## src/inc/gain_ctrl_defines.svh

```systemverilog
`ifndef GAIN_CTRL_DEFINES_SVH
`define GAIN_CTRL_DEFINES_SVH

`define WORD_BITS        16
`define GAIN_MSB_POS     12
`define GAIN_LSB_POS     8
`define AUX_ZC_POS       5
`define LEVEL_ZC_POS     4
`define AUX_MSB_POS      3
`define AUX_LSB_POS      0
`define GAIN_RESET       5'h00
`define GAIN_MAX_CODE    5'h14
`define AUX_RESET        4'h0
`define ZC_RESET         1'b0
`define SCLK_MAX_MHZ     10
`define CLK_MHZ          100
`define SCLK_MIN_CYCLES  (`CLK_MHZ / `SCLK_MAX_MHZ)

`endif

```

## src/inc/gain_ctrl_pkg.sv

```systemverilog
package gain_ctrl_pkg;
    typedef logic [4:0] gain_code_t;
    typedef logic [3:0] aux_bits_t;
    typedef logic [15:0] cfg_word_t;
endpackage

```

## src/hdl/gain_control_serial_port.sv

```systemverilog
`timescale 1ns/1ns
`include "gain_ctrl_defines.svh"

// Overview of operation
// - Serial clock up to 10 MHz works.
// - Transfer begins on chip select falling.
// - Rising serial clock shifts data in.
// - Shift-out bit changes on falling clock.
// - Data output released while deselected.
// - Deselected: clocks ignored, state kept.
// - Word is MSB first, fixed field layout.
// - Gain code steps 3 dB each.
// - Gain code resets to zero.
// - Each aux bit drives its pin.
// - Aux outputs reset to off.
// - Zero-cross selects act independently.
// - Zero-cross selects reset to immediate.
// - Deferred change applies on zero or timeout.
// - Chained devices update on select rising.
module gain_control_serial_port (
    input  wire logic                     clk_i,
    input  wire logic                     rst_n_i,
    input  wire logic                     cs_n_i,
    input  wire logic                     sclk_i,
    input  wire logic                     sdi_i,
    input  wire logic                     zero_cross_i,
    input  wire logic                     zc_timeout_i,
    output logic                          sdo_o,
    output logic                          sdo_oe_o,
    output gain_ctrl_pkg::gain_code_t     gain_code_o,
    output gain_ctrl_pkg::gain_code_t     gain_step_o,
    output gain_ctrl_pkg::aux_bits_t      aux_output_o,
    output logic                          level_zc_mode_o,
    output logic                          aux_output_zc_mode_o,
    output logic                          level_pending_o,
    output logic                          aux_pending_o
);
    import gain_ctrl_pkg::*;

    // ------------------------------------------------------------
    // Input synchronisers
    // ------------------------------------------------------------
    logic [1:0] cs_s_q;
    logic [1:0] sclk_s_q;
    logic [1:0] sdi_s_q;
    logic [1:0] zc_s_q;
    logic [1:0] to_s_q;
    logic       cs_prev_q;
    logic       sclk_prev_q;

    always_ff @(posedge clk_i or negedge rst_n_i) begin
        if (!rst_n_i) begin
            cs_s_q      <= 2'h3;
            sclk_s_q    <= 2'h0;
            sdi_s_q     <= 2'h0;
            zc_s_q      <= 2'h0;
            to_s_q      <= 2'h0;
            cs_prev_q   <= 1'b1;
            sclk_prev_q <= 1'b0;
        end else begin
            cs_s_q      <= {cs_s_q[0], cs_n_i};
            sclk_s_q    <= {sclk_s_q[0], sclk_i};
            sdi_s_q     <= {sdi_s_q[0], sdi_i};
            zc_s_q      <= {zc_s_q[0], zero_cross_i};
            to_s_q      <= {to_s_q[0], zc_timeout_i};
            cs_prev_q   <= cs_s_q[1];
            sclk_prev_q <= sclk_s_q[1];
        end
    end

    // ------------------------------------------------------------
    // Edge decoding
    // ------------------------------------------------------------
    // Two-stage sync plus edge detect needs ten clocks per serial period.
    wire selected  = ~cs_s_q[1];
    wire cs_fall   = cs_prev_q & ~cs_s_q[1];
    wire cs_rise   = ~cs_prev_q & cs_s_q[1];
    wire sclk_rise = selected & ~sclk_prev_q & sclk_s_q[1];
    wire sclk_fall = selected & sclk_prev_q & ~sclk_s_q[1];
    wire apply_evt = zc_s_q[1] | to_s_q[1];

    // ------------------------------------------------------------
    // Shift register
    // ------------------------------------------------------------
    cfg_word_t shift_q;
    cfg_word_t shift_d;
    logic      sdo_q;
    logic      sdo_d;
    logic      active_q;

    // Select falling also presents the top bit, so a chained device
    // receives it on the first rising edge of the frame.
    wire sdo_load = cs_fall | (active_q & sclk_fall);

    assign shift_d = sclk_rise ? {shift_q[14:0], sdi_s_q[1]} : shift_q;
    assign sdo_d   = sdo_load ? shift_q[`WORD_BITS-1] : sdo_q;

    always_ff @(posedge clk_i or negedge rst_n_i) begin
        if (!rst_n_i) begin
            active_q <= 1'b0;
        end else if (cs_fall) begin
            active_q <= 1'b1;
        end else if (cs_rise) begin
            active_q <= 1'b0;
        end
    end

    always_ff @(posedge clk_i or negedge rst_n_i) begin
        if (!rst_n_i) begin
            shift_q <= 16'h0000;
        end else if (active_q) begin
            shift_q <= shift_d;
        end
    end

    always_ff @(posedge clk_i or negedge rst_n_i) begin
        if (!rst_n_i) begin
            sdo_q <= 1'b0;
        end else begin
            sdo_q <= sdo_d;
        end
    end

    assign sdo_o    = sdo_q;
    assign sdo_oe_o = selected;

    // ------------------------------------------------------------
    // Word fields
    // ------------------------------------------------------------
    wire gain_code_t new_gain  = shift_q[`GAIN_MSB_POS:`GAIN_LSB_POS];
    wire aux_bits_t  new_aux   = shift_q[`AUX_MSB_POS:`AUX_LSB_POS];
    wire             new_azc   = shift_q[`AUX_ZC_POS];
    wire             new_lzc   = shift_q[`LEVEL_ZC_POS];
    // Master must raise select after the last clock for a clean word.
    wire             latch_evt = cs_rise & active_q;

    function automatic gain_code_t sat_gain(input gain_code_t c);
        sat_gain = (c > `GAIN_MAX_CODE) ? `GAIN_MAX_CODE : c;
    endfunction

    // ------------------------------------------------------------
    // Configuration and deferred updates
    // ------------------------------------------------------------
    gain_code_t gain_q;
    gain_code_t gain_pend_q;
    aux_bits_t  aux_q;
    aux_bits_t  aux_pend_q;
    logic       lzc_q;
    logic       azc_q;
    logic       lpend_q;
    logic       apend_q;

    always_ff @(posedge clk_i or negedge rst_n_i) begin
        if (!rst_n_i) begin
            lzc_q <= `ZC_RESET;
            azc_q <= `ZC_RESET;
        end else if (latch_evt) begin
            lzc_q <= new_lzc;
            azc_q <= new_azc;
        end
    end

    // A newly latched deferred word replaces any pending one.
    always_ff @(posedge clk_i or negedge rst_n_i) begin
        if (!rst_n_i) begin
            gain_q      <= `GAIN_RESET;
            gain_pend_q <= `GAIN_RESET;
            lpend_q     <= 1'b0;
        end else if (latch_evt && !new_lzc) begin
            gain_q  <= new_gain;
            lpend_q <= 1'b0;
        end else if (latch_evt) begin
            gain_pend_q <= new_gain;
            lpend_q     <= 1'b1;
        end else if (lpend_q && apply_evt) begin
            gain_q  <= gain_pend_q;
            lpend_q <= 1'b0;
        end
    end

    always_ff @(posedge clk_i or negedge rst_n_i) begin
        if (!rst_n_i) begin
            aux_q      <= `AUX_RESET;
            aux_pend_q <= `AUX_RESET;
            apend_q    <= 1'b0;
        end else if (latch_evt && !new_azc) begin
            aux_q   <= new_aux;
            apend_q <= 1'b0;
        end else if (latch_evt) begin
            aux_pend_q <= new_aux;
            apend_q    <= 1'b1;
        end else if (apend_q && apply_evt) begin
            aux_q   <= aux_pend_q;
            apend_q <= 1'b0;
        end
    end

    assign gain_code_o          = gain_q;
    assign gain_step_o          = sat_gain(gain_q);
    assign aux_output_o         = aux_q;
    assign level_zc_mode_o      = lzc_q;
    assign aux_output_zc_mode_o = azc_q;
    assign level_pending_o      = lpend_q;
    assign aux_pending_o        = apend_q;
endmodule // gain_control_serial_port

```

## config.mk

```make
export PLATFORM = sky130hd
export DESIGN_NAME = gain_control_serial_port
export DESIGN_NICKNAME = d
export VERILOG_FILES = /design/src/inc/gain_ctrl_pkg.sv /design/src/hdl/gain_control_serial_port.sv
export VERILOG_INCLUDE_DIRS = /design/src /design/src/inc
export SDC_FILE = /design/constraint.sdc
export NUM_CORES = 1
export LEC_CHECK = 0
export BUFFER_PORTS_ARGS = -buffer_cell sky130_fd_sc_hd__buf_2
export CORE_ASPECT_RATIO = 1.2
export CORE_MARGIN = 3
export CORE_UTILIZATION = 49
export CTS_CLUSTER_SIZE = 25
export DETAILED_ROUTE_END_ITERATION = 7
export PLACE_DENSITY = 0.7
export SLEW_MARGIN = 20
export SYNTH_ARGS = -nofsm -noshare
export SYNTH_HDL_FRONTEND = slang
export SYNTH_SLANG_ARGS = --single-unit
```

## constraint.sdc

```tcl
create_clock -name clk_i -period 2.3 [get_ports clk_i]
set_input_delay 0.575 -clock clk_i [delete_from_list [all_inputs] [get_ports clk_i]]
set_output_delay 0.575 -clock clk_i [all_outputs]
set_load 0.005 [all_outputs]
```

Yosys cells after proc, flatten, opt, wreduce, memory -nomap -nowiden
Index checks and enable logic that the tools add are counted.
{ "totals": {"register_bits": 52, "inputBits": 7, "elab_cells": 68} }
{ "classes": {"n_lt_le_gt_ge": 1, "eq_ne": 2, "n_mux": 15, "bitwise": 16, "n_reduce_logical": 16} }
{ "op_table": {"columns": ["cell", "n"], "rows": [
  ["2-to-1 mux 5 bit", 4],
  ["2-to-1 mux 4 bit", 3],
  ["AND reduction 2 bit", 5],
  ["AND 1 bit", 8],
  ["2-to-1 mux 1 bit", 8],
  ["inverter 1 bit", 6],
  ["nonzero test 2 bit", 3],
  ["nonzero test 3 bit", 2],
  ["greater-than comparator 5 bit, second input constant", 1],
  ["logical AND 1 bit", 4],
  ["!= test 2 x 1 -> 1 bit, second input constant", 2],
  ["logical NOT 1 bit", 2],
  ["bitwise OR 1 bit", 2]
]} }

Logic depth before layout (Yosys ltp)
Gate-level depths: netlist of the first run.
{ "depth": {"depth_word": 6, "mapped_depth": 5, "depth_no_buf": 5} }

Least setup slack after synthesis of the first run
No wires, ideal clock.
{ "synth_timing": {"path_kind": "reg2reg", "start": "reg cs_prev_q", "end": "reg gain_q[1], in the netlist gain_code_o[1]", "setup_ps": 123, "t_arrival_ps": 1512, "slack_ps": 666, "stages_incl_launch_ff": 6, "path_buffers": 0, "synth_period_minus_slack_ps": 1634, "path_cell_list": "dfstp_2 > inv_1 > ha_1 > o2bb2ai_1 > or2_2 > o221a_2"} }
{ "synth_between": {"elab_chain_len": 6, "word_cells_on_any_way": 8, "classes_between": "eq/ne: 1; mux: 1; bitwise: 3; reduce/logical: 3"} }
{ "synth_rtl": {"columns": ["item", "line", "source"], "rows": [
  ["start: declaration", "gain_control_serial_port.sv:48", "logic cs_prev_q;"],
  ["start signal: assignment", "gain_control_serial_port.sv:66", "cs_prev_q <= cs_s_q[1];"],
  ["inverter 1 bit *", "gain_control_serial_port.sv:77", "wire cs_rise = ~cs_prev_q & cs_s_q[1];"],
  ["AND 1 bit *", "gain_control_serial_port.sv:77", null],
  ["AND 1 bit *", "gain_control_serial_port.sv:135", "wire latch_evt = cs_rise & active_q;"],
  ["logical AND 1 bit", "gain_control_serial_port.sv:169", "end else if (latch_evt && !new_lzc) begin"],
  ["!= test 2 x 1 -> 1 bit (no source line) or nonzero test 2 bit (tied branches)", null, null],
  ["AND reduction 2 bit (no source line)", null, null],
  ["end signal: assignment", "gain_control_serial_port.sv:166", "gain_q <= `GAIN_RESET;"],
  ["end signal: assignment", "gain_control_serial_port.sv:170", "gain_q <= new_gain;"],
  ["end signal: assignment", "gain_control_serial_port.sv:176", "gain_q <= gain_pend_q;"],
  ["end: declaration", "gain_control_serial_port.sv:144", "gain_code_t gain_q;"]
]} }
Mark *: on every way between the ends. The rest lies on a longest branch, timed or not.
A chain may end at the register's enable or synchronous reset.

Worst setup path in the final report of the first run
Same ends and word-level chain as after synthesis.

==> impl_metrics.tcl, run 1 <==
set metrics [dict create \
    outcome "finished clean" \
    cts_hold_buf 0 \
    pin_count 27 \
    core_mm2 0.00378 \
    max_freq_mhz 552 \
    slew_headroom_pct 63.2 \
    synth_area_leaders "dfrtp_1 (61%), mux2_2 (15%), dfstp_2 (3.9%), o221a_2 (3.9%), or2_2 (2.8%)" \
    ir_drop_mv 0.434 \
    antenna_cells 0 \
    synth-seq-area-share_pct 65.4 \
    avgViaCountPerCell 5.21 \
    synth_top_area_share_pct 61.4 \
    r2r_setup_slack_ns 0.49 \
    grt_pass1_vias 1152 \
    worstSetupPathType "register to register" \
    crit-reg2reg-launch "cs_prev_q$_DFF_PN1_" \
    rr_worst_depth 5 \
    drive_gt1_share_pct 48.8 \
    post_cts_buffers 0 \
    yosysTopAreaCell "dfrtp_1" \
    p_leak_uw 0.00113 \
    syn_area_mm2 0.00200 \
    clk_path_buf_depth 2 \
    critPathLaunchType "register" \
    wl_per_cell_um 14.1 \
    cp-endpoint "gain_code_o[1]$_DFFE_PN0P_" \
    syn_to_final_growth_pct 13.9 \
    antenna_left 0 \
    clk_latency_ns 0.30 \
    synth-seq-cells 52 \
    yosysWarnings 0 \
    min_period_ns 1.81 \
    grt_pass1_wl_um 5300 \
    dr.pass1.iters 4 \
    final-max-slew-violation-count 0 \
    synth-edff-count 0 \
    period_share_pct 78.8 \
    num_rows 24 \
    path_max_fanout 6 \
    synth.most_common_cell "dfrtp_1" \
    crit_arrival_ns 2.06 \
    cts_max_level 2 \
    grt_use_total_pct 13.9 \
    finalSetupTns_ns 0 \
    pwr_density_cell_mw_per_mm2 800 \
    start_util_pct 52.8 \
    numCtsBuffers 5 \
    cp-startpoint "cs_prev_q$_DFF_PN1_" \
    stdcell_area_mm2 0.00227 \
    reg2reg_to "gain_code_o[1]$_DFFE_PN0P_" \
    required_ns 2.55 \
    synth_flop_cell "dfrtp_1" \
    endpoint_kind "register" \
    rsz0062_at_grt "no" \
    cts-root-buf "clkbuf_8" \
    antenna_found_initial 0 \
    vias 1136 \
    drc_errors 0 \
    placed_area_mm2 0.00219 \
    portBuffers 26 \
    synthTopCellsByCount "dfrtp_1 (49), mux2_2 (27), or2_2 (9), nand2_1 (7), o221a_2 (7)" \
    netlist_instances 133 \
    drtIter0Drc 54 \
    grt_remaining_overflow 0 \
    die_x_um 64.3 \
    dp_hpwl_um 2270 \
    cts_tree "yes" \
    cts_resized 0 \
    nets 174 \
    synth_nets 142 \
    syn_area_per_cell_um2 15.0 \
    grt_max_degree 30 \
    finClkSkew_ns 0.00981 \
    max_cap_viol_count 0 \
    hold_viol 0 \
    tightest_slew_ns 0.552 \
    yosysUniqueCellTypes 22 \
    setup_viol_count_final 0 \
    ys_async_sr_fraction_pct 100 \
    die_area_mm2 0.00488 \
    hold_class "input pin to async pin" \
    wirelength_um 3080 \
    place_congestion 0.752 \
    clk_pin_slew_worst_paths_ns 0.09 \
    die_h_um 75.9 \
    clock-sinks 52 \
]
[stage by stage]
| stage | hold WS, ns | total power, µW | instances | worst slack, ns | util [%] |
|---|---|---|---|---|---|
| final | 0.249 | 1820 | 218 | 0.487 | 60.1 |
| after global routing | 0.278 | 1920 | 218 | 0.389 | 60.1 |
| after CTS | 0.264 | 1840 | 218 | 0.479 | 60.1 |
| after detailed placement | 0.335 | 1360 | 210 | 0.482 | 58.0 |
| after global placement | 0.333 | 1340 | 210 | 0.563 | 58.0 |
| after floorplan | 0.279 | 1220 | 133 | 0.666 | - |
[cells in the final DEF (no fill, tap or decap), drive strengths merged]
cell / count
nand3b: 2
ha: 2
o21a: 2
o221a: 7
o2bb2ai: 1
or2: 9
nor2: 1
o32a: 2
a21o: 1
a41oi: 1
o21ai: 3
and2: 2
inv: 5
clkbuf: 7
nand3: 4
clkinv: 1
nor2b: 1
dfstp: 3
dfrtp: 49
nor4b: 1
mux2: 27
buf: 28
nand2: 7
[registers in the layout, indices dropped and copies added (netlist names), 4 cells and up]
signal / flops
shift_q: 16
gain_code_o: 5
gain_pend_q: 5
aux_output_o: 4
aux_pend_q: 4
[cell families (layout without fill, tap and decap cells)]
kind of cell,count (synthesis),in the layout,synth area share [%]
adders and majority gates,2,2,1.25
AOI/OAI and AO/OA,17,17,7.71
muxes,27,27,15.2
and+or+nand+nor,27,27,8.21
buffers and inverters,8,41,2.26
DFF,52,52,65.4
[worst max-delay path, cell delays in order, from the launching register on]
cell and delay [ns]:
dfstp_2 0.54, inv_1 0.04, ha_1 0.24, o2bb2ai_1 0.22
o21ai_0 0.44, o221a_2 0.29
[where the power goes]
group | total, µW | internal [µW] | switching [µW] | leakage, µW
clock network | 487 | 214 | 273 | 0.0000422
logic | 259 | 157 | 101 | 0.000417
registers | 1080 | 1000 | 73.0 | 0.000673
[metal layers]
metal / global-route usage (%) / up-vias / routed length (µm) / share of wire (%)
li1: - / 545 / - / -
met1: 18.6 / 549 / 1460 / 47
met3: 4.44 / 4 / 176 / 5.7
met5: 0 / - / 0 / 0
met4: 5.07 / 0 / 41 / 1.3
met2: 21.2 / 38 / 1410 / 46
[worst min-delay path by stage]
stage	end	slack, ns	cells past startpoint
after floorplan	active_q$_DFFE_PN0P_	0.28	0
after global placement	sdi_s_q[1]$_DFF_PN0_	0.33	0
after detailed placement	sdi_s_q[1]$_DFF_PN0_	0.33	0
after CTS	gain_code_o[1]$_DFFE_PN0P_	0.26	1
after global routing	gain_code_o[2]$_DFFE_PN0P_	0.28	1
final	gain_code_o[1]$_DFFE_PN0P_	0.25	1
[layout make-up]
class / count / area, µm²
clock buffer: 7 / 76.3
clock inverter: 1 / 5.00
fill: 304 / 1510
inverter: 5 / 18.8
multi-input combinational: 73 / 647
sequential: 52 / 1310
tap: 52 / 65.1
timing repair buffer: 28 / 158
(Power assumes the default switching activity.)
==> run 2, diff against run 1 <==
--- a/config.mk
+++ b/config.mk
@@ -12,7 +12,7 @@
 export CORE_UTILIZATION = 49
 export CTS_CLUSTER_SIZE = 25
 export DETAILED_ROUTE_END_ITERATION = 7
-export PLACE_DENSITY = 0.7
+export PLACE_DENSITY = 0.72
 export SLEW_MARGIN = 20
 export SYNTH_ARGS = -nofsm -noshare
 export SYNTH_HDL_FRONTEND = slang
==> constraint.sdc (replaced) <==
create_clock -name clk_i -period 1.5 [get_ports clk_i]
set_input_delay 0.375 -clock clk_i [delete_from_list [all_inputs] [get_ports clk_i]]
set_output_delay 0.375 -clock clk_i [all_outputs]
set_load 0.005 [all_outputs]
==> run 2 against run 1 <==
  * The run now ends with setup timing left
  * Critical endpoint is now gain_code_o[2]$_DFFE_PN0P_
  * Hold slack worse by 0.19 ns
  * Critical path type unchanged
  * Die area did not move
  * Via count grew 4.5%
  * Final area rose by 9.7%
  * Utilization grew 5.9 points
==> impl_metrics.tcl, run 2 (synthesis results as in run 1) <==
set metrics [dict create \
    outcome "finished, violations left" \
    violations "setup timing" \
    setup_viol_count_final 16 \
    wl_per_cell_um 14.9 \
    crit_arrival_ns 1.73 \
    grtUsageMet3_pct 3.70 \
    grt_max_degree 53 \
    die_area_mm2 0.00488 \
    critPathLaunchType "register" \
    required_ns 1.69 \
    cts_tree "yes" \
    hold_viol 0 \
    grt_pass1_vias 1198 \
    dp_hpwl_um 2220 \
    drc_errors 0 \
    final-max-slew-violation-count 0 \
    numCtsBuffers 5 \
    power_uw 2880 \
    syn_to_final_growth_pct 25.0 \
    clk_pin_slew_worst_paths_ns 0.08 \
    holdWs_ns 0.0562 \
    dr.pass1.iters 3 \
    final_common_cell "dfrtp_1" \
    nets 184 \
    busiest_layer "met2" \
    place_congestion 0.756 \
    placed_area_mm2 0.00226 \
    die_h_um 75.9 \
    drtIter0Drc 68 \
    max_cap_viol_count 0 \
    wirelength_um 3390 \
    antenna_cells 0 \
    grt_pass1_wl_um 5660 \
    cts_max_level 2 \
    mostFrequentLayoutCells "dfrtp_1 (48), buf_2 (25), mux2_2 (19)" \
    stdcell_area_mm2 0.00250 \
    cts_hold_buf 0 \
    max_freq_mhz 652 \
    p_leak_uw 0.00122 \
    portBuffers 26 \
    drive_gt1_share_pct 56.6 \
    pin_count 27 \
    period_share_pct 102 \
    clk_latency_ns 0.30 \
    slew_headroom_pct 79.3 \
    antenna_found_initial 0 \
    num_rows 24 \
    start_util_pct 52.8 \
    antenna_left 0 \
    largest_register_ffs 16 \
    endpoint_kind "register" \
    pre_cts_slack_ns -0.104 \
    path_max_fanout 6 \
    pwr_density_cell_mw_per_mm2 1150 \
    clock-sinks 52 \
    cts-root-buf "clkbuf_8" \
    clk_path_buf_depth 2 \
    use_met2_pct 23.2 \
    largest_register "shift_q" \
    avgViaCountPerCell 5.23 \
    rsz0062_at_grt "yes" \
    post-route-util_pct 66.0 \
    finClkSkew_ns 0.00418 \
    use_met1_pct 19.4 \
    worstSetupPathType "register to register" \
    tightest_slew_ns 0.309 \
    core_mm2 0.00378 \
    grt_remaining_overflow 0 \
    ir_drop_mv 0.662 \
    grt_use_total_pct 14.8 \
    hold_class "input pin to async pin" \
    die_x_um 64.3 \
    vias 1187 \
    min_period_ns 1.53 \
    fin_ws_ns -0.0347 \
]
-- run 2: changes by cell type in the layout (fill, tap and decap cells not counted), sizes merged --
cell and delta:
buf +9
-- run 2: routing by layer --
layer	wire length (µm)	part of all wire, %	vias to the layer above
li1	-	-	557
met1	1480	44	586
met2	1650	49	35
met3	180	5.3	9
met4	76	2.2	0
met5	0	0	-
-- run 2: timing repair --
action                                  4_1_cts  5_1_grt
gates resized for setup                      13       12
endpoints found under the setup margin       30       33
buffers inserted                              1        4
cloned                                        0        1
pin swaps                                     1        6
-- run 2: cell type report --
type                    instances  area, µm²
inverters                       5       18.8
flip-flops and latches         52       1310
clock buffers                   6       72.6
repair buffers                 38        273
well taps                      52       65.1
fillers                       299       1290
multi-input cells              73        756
clock inverters                 1       5.00
-- run 2: worst max-delay path: stages (launching register included) --
cell       delay (ns)
dfstp_2          0.55
inv_2            0.04
ha_4             0.17
o2bb2ai_4        0.14
or2_4            0.26
o221a_2          0.27
-- run 2: worst paths after layout --
check	slack, ns	endpoint	cells past startpoint	from
setup / recovery	-0.03	gain_code_o[2]$_DFFE_PN0P_	5	cs_prev_q$_DFF_PN1_
hold / removal	0.06	aux_pend_q[0]$_DFFE_PN0P_	2	rst_n_i
setup reg to reg	-0.03	gain_code_o[2]$_DFFE_PN0P_	5	cs_prev_q$_DFF_PN1_
hold reg to reg	0.36	sdi_s_q[1]$_DFF_PN0_	0	sdi_s_q[0]$_DFF_PN0_
max in group asynchronous	1.16	cs_s_q[1]$_DFF_PN1_	2	rst_n_i
min in group clk_i	0.17	cs_s_q[0]$_DFF_PN1_	1	cs_n_i
-- run 2: where the power goes --
part	switching (µW)	internal, µW	total, µW
Sequential	113	1540	1650
Combinational	188	317	505
Clock	409	318	727
-- run 2: per-stage QoR --
step / instances / TNS [ns]
3_3_place_gp: 214 / -0.183
3_5_place_dp: 214 / -0.575
4_1_cts: 222 / -0.556
5_1_grt: 227 / -1.81
6_report: 227 / -0.364
2_1_floorplan: 133 / 0
==> run 3, diff against run 2 <==
--- a/config.mk
+++ b/config.mk
@@ -10,9 +10,10 @@
 export CORE_ASPECT_RATIO = 1.2
 export CORE_MARGIN = 3
 export CORE_UTILIZATION = 49
+export CTS_BUF_LIST = sky130_fd_sc_hd__clkbuf_8
 export CTS_CLUSTER_SIZE = 25
 export DETAILED_ROUTE_END_ITERATION = 7
-export PLACE_DENSITY = 0.72
+export PLACE_DENSITY = 0.78
 export SLEW_MARGIN = 20
 export SYNTH_ARGS = -nofsm -noshare
 export SYNTH_HDL_FRONTEND = slang
==> run 3 against run 2 <==
  * The flow still finishes with violations (setup timing)
  * Critical path depth unchanged
  * Non-clock buffer count increased by 3
  * Clock power increased by 13%
  * Die area unchanged
  * Utilization increased by 3.2 points
  * Sequential power about the same
  * Final area increased by 4.9%
  * Sequential share of layout area decreased by 2.5 points
  * Register-to-register slack got worse by 0.03 ns
  * Clock skew increased by 0.0041 ns
  * Fmax decreased by 1.6%
  * Clock-buffer cell count unchanged
  * Largest cell class unchanged
  * Largest power group unchanged
  * Highest routed layer unchanged
==> impl_metrics.tcl, run 3 (synthesis results as in run 1) <==
set metrics [dict create \
    critPathLaunchType "register" \
    grt_pass1_wl_um 5660 \
    p_switching_uw 775 \
    clk_latency_ns 0.30 \
    combinationalPowerShare_pct 19.5 \
    placed_area_mm2 0.00227 \
    post-route-util_pct 69.2 \
    cts_tree "yes" \
    p_clk_share_pct 26.6 \
    die_x_um 64.3 \
    cts_hold_buf 0 \
    finalSetupTns_ns -0.592 \
    syn_to_final_growth_pct 31.1 \
    mostFrequentLayoutCells "dfrtp_1 (49), buf_2 (25), mux2_4 (17)" \
    avgViaCountPerCell 5.16 \
    largest_register_ffs 16 \
    slew_headroom_pct 67.9 \
    internal_power_uw 2300 \
    pwr_density_cell_mw_per_mm2 1180 \
    clock-sinks 52 \
    die_area_mm2 0.00488 \
    pin_count 27 \
    ir_drop_mv 0.786 \
    clk_path_buf_depth 2 \
    drc_errors 0 \
    r2r_setup_slack_ns -0.06 \
    required_ns 1.69 \
    cts-root-buf "clkbuf_8" \
    dr.pass1.iters 4 \
    nets 187 \
    pwr-share-seq_pct 53.9 \
    start_util_pct 52.8 \
    num_rows 24 \
    setup_viol_count_final 14 \
    drive_gt1_share_pct 58.1 \
    finClkSkew_ns 0.00831 \
    final_common_cell "dfrtp_1" \
    min_period_ns 1.56 \
    portBuffers 26 \
    p_leak_uw 0.00127 \
    wl_per_cell_um 15.7 \
    max_freq_mhz 641 \
    die_h_um 75.9 \
    worstSetupPathType "register to register" \
    antenna_cells 0 \
    crit_arrival_ns 1.75 \
    vias 1193 \
    violations "setup timing" \
    path_max_fanout 6 \
    hold_viol 0 \
    max_cap_viol_count 0 \
    antenna_found_initial 0 \
    wirelength_um 3620 \
    numCtsBuffers 5 \
    drtIter0Drc 44 \
    swShare_pct 25.2 \
    grt_pass1_vias 1196 \
    fin_cells 231 \
    fin_ws_ns -0.0603 \
    place_congestion 0.750 \
    endpoint_kind "register" \
    clk_pin_slew_worst_paths_ns 0.09 \
    core_mm2 0.00378 \
    outcome "finished, violations left" \
    dp_hpwl_um 2260 \
    hold_class "input pin to async pin" \
    largest_register "shift_q" \
    grt_remaining_overflow 0 \
    stdcell_area_mm2 0.00262 \
    grt_use_total_pct 15.1 \
    cts_max_level 2 \
    dp.cells 216 \
    grt_max_degree 25 \
    final-max-slew-violation-count 0 \
    rsz0062_at_grt "yes" \
    antenna_left 0 \
    period_share_pct 104 \
    tightest_slew_ns 0.481 \
]
## run 3: changes by cell type in the layout (fill, tap and decap cells not counted), moves of 3 or more
cell,before,now
mux2_2,19,10
mux2_4,8,17
o221a_2,5,0
o221a_4,2,7
or2_2,3,7
or2_4,6,2
buf_6,2,5
## run 3: cell type report
class	count	area (µm²)
multi-input combinational	73	827
clock buffer	6	82.6
tap	52	65.1
inverter	5	18.8
clock inverter	2	13.8
sequential	52	1310
timing repair buffer	41	307
fill	262	1160
## run 3: layer usage
metal | wire length (µm) | part of all wire [%] | GRT usage, %
met1 | 1590 | 44 | 19.3
met2 | 1820 | 50 | 23.5
met3 | 153 | 4.2 | 4.59
met4 | 59 | 1.6 | 6.77
met5 | 0 | 0 | 0
## run 3: critical path, stage by stage, from the launching register on
cell,delay [ns]
dfstp_2,0.55
inv_2,0.04
ha_4,0.18
o2bb2ai_4,0.15
or2_4,0.27
o221a_4,0.26
## run 3: power groups by stage
stage | clock (µW) | sequential, µW | combinational (µW)
final | 818 | 1660 | 601
after global routing | 895 | 1690 | 652
after CTS | 836 | 1650 | 507
after detailed placement | 0 | 1670 | 433
after global placement | 0 | 1660 | 421
after floorplan | 0 | 1660 | 223
## run 3: stage by stage
step	hold slack (ns)	power, µW	setup WS (ns)
final	0.0217	3080	-0.0603
after floorplan	0.0794	1880	0.00562
after global routing	0.0362	3230	-0.117
after CTS	0.0220	2990	-0.0431
after global placement	0.331	2080	-0.0254
after detailed placement	0.335	2100	-0.109
## run 3: worst paths after layout
| kind | start | cells past startpoint | endpoint |
|---|---|---|---|
| min in group clk_i | cs_n_i | 1 | cs_s_q[0]$_DFF_PN1_ |
| max in group asynchronous | rst_n_i | 2 | shift_q[6]$_DFFE_PN0P_ |
| worst min-delay path | rst_n_i | 1 | sdi_s_q[1]$_DFF_PN0_ |
| worst max-delay path | cs_prev_q$_DFF_PN1_ | 5 | gain_code_o[4]$_DFFE_PN0P_ |
| worst min register to register | zc_s_q[0]$_DFF_PN0_ | 0 | zc_s_q[1]$_DFF_PN0_ |
| worst max register to register | cs_prev_q$_DFF_PN1_ | 5 | gain_code_o[4]$_DFFE_PN0P_ |
## run 3: repair_timing
| action | 4_1_cts | 5_1_grt |
|---|---|---|
| pin swaps | 1 | 2 |
| gates cloned | 0 | 1 |
| endpoints found under the setup margin | 28 | 40 |
| buffers inserted | 2 | 4 |
| gates resized for setup | 13 | 25 |
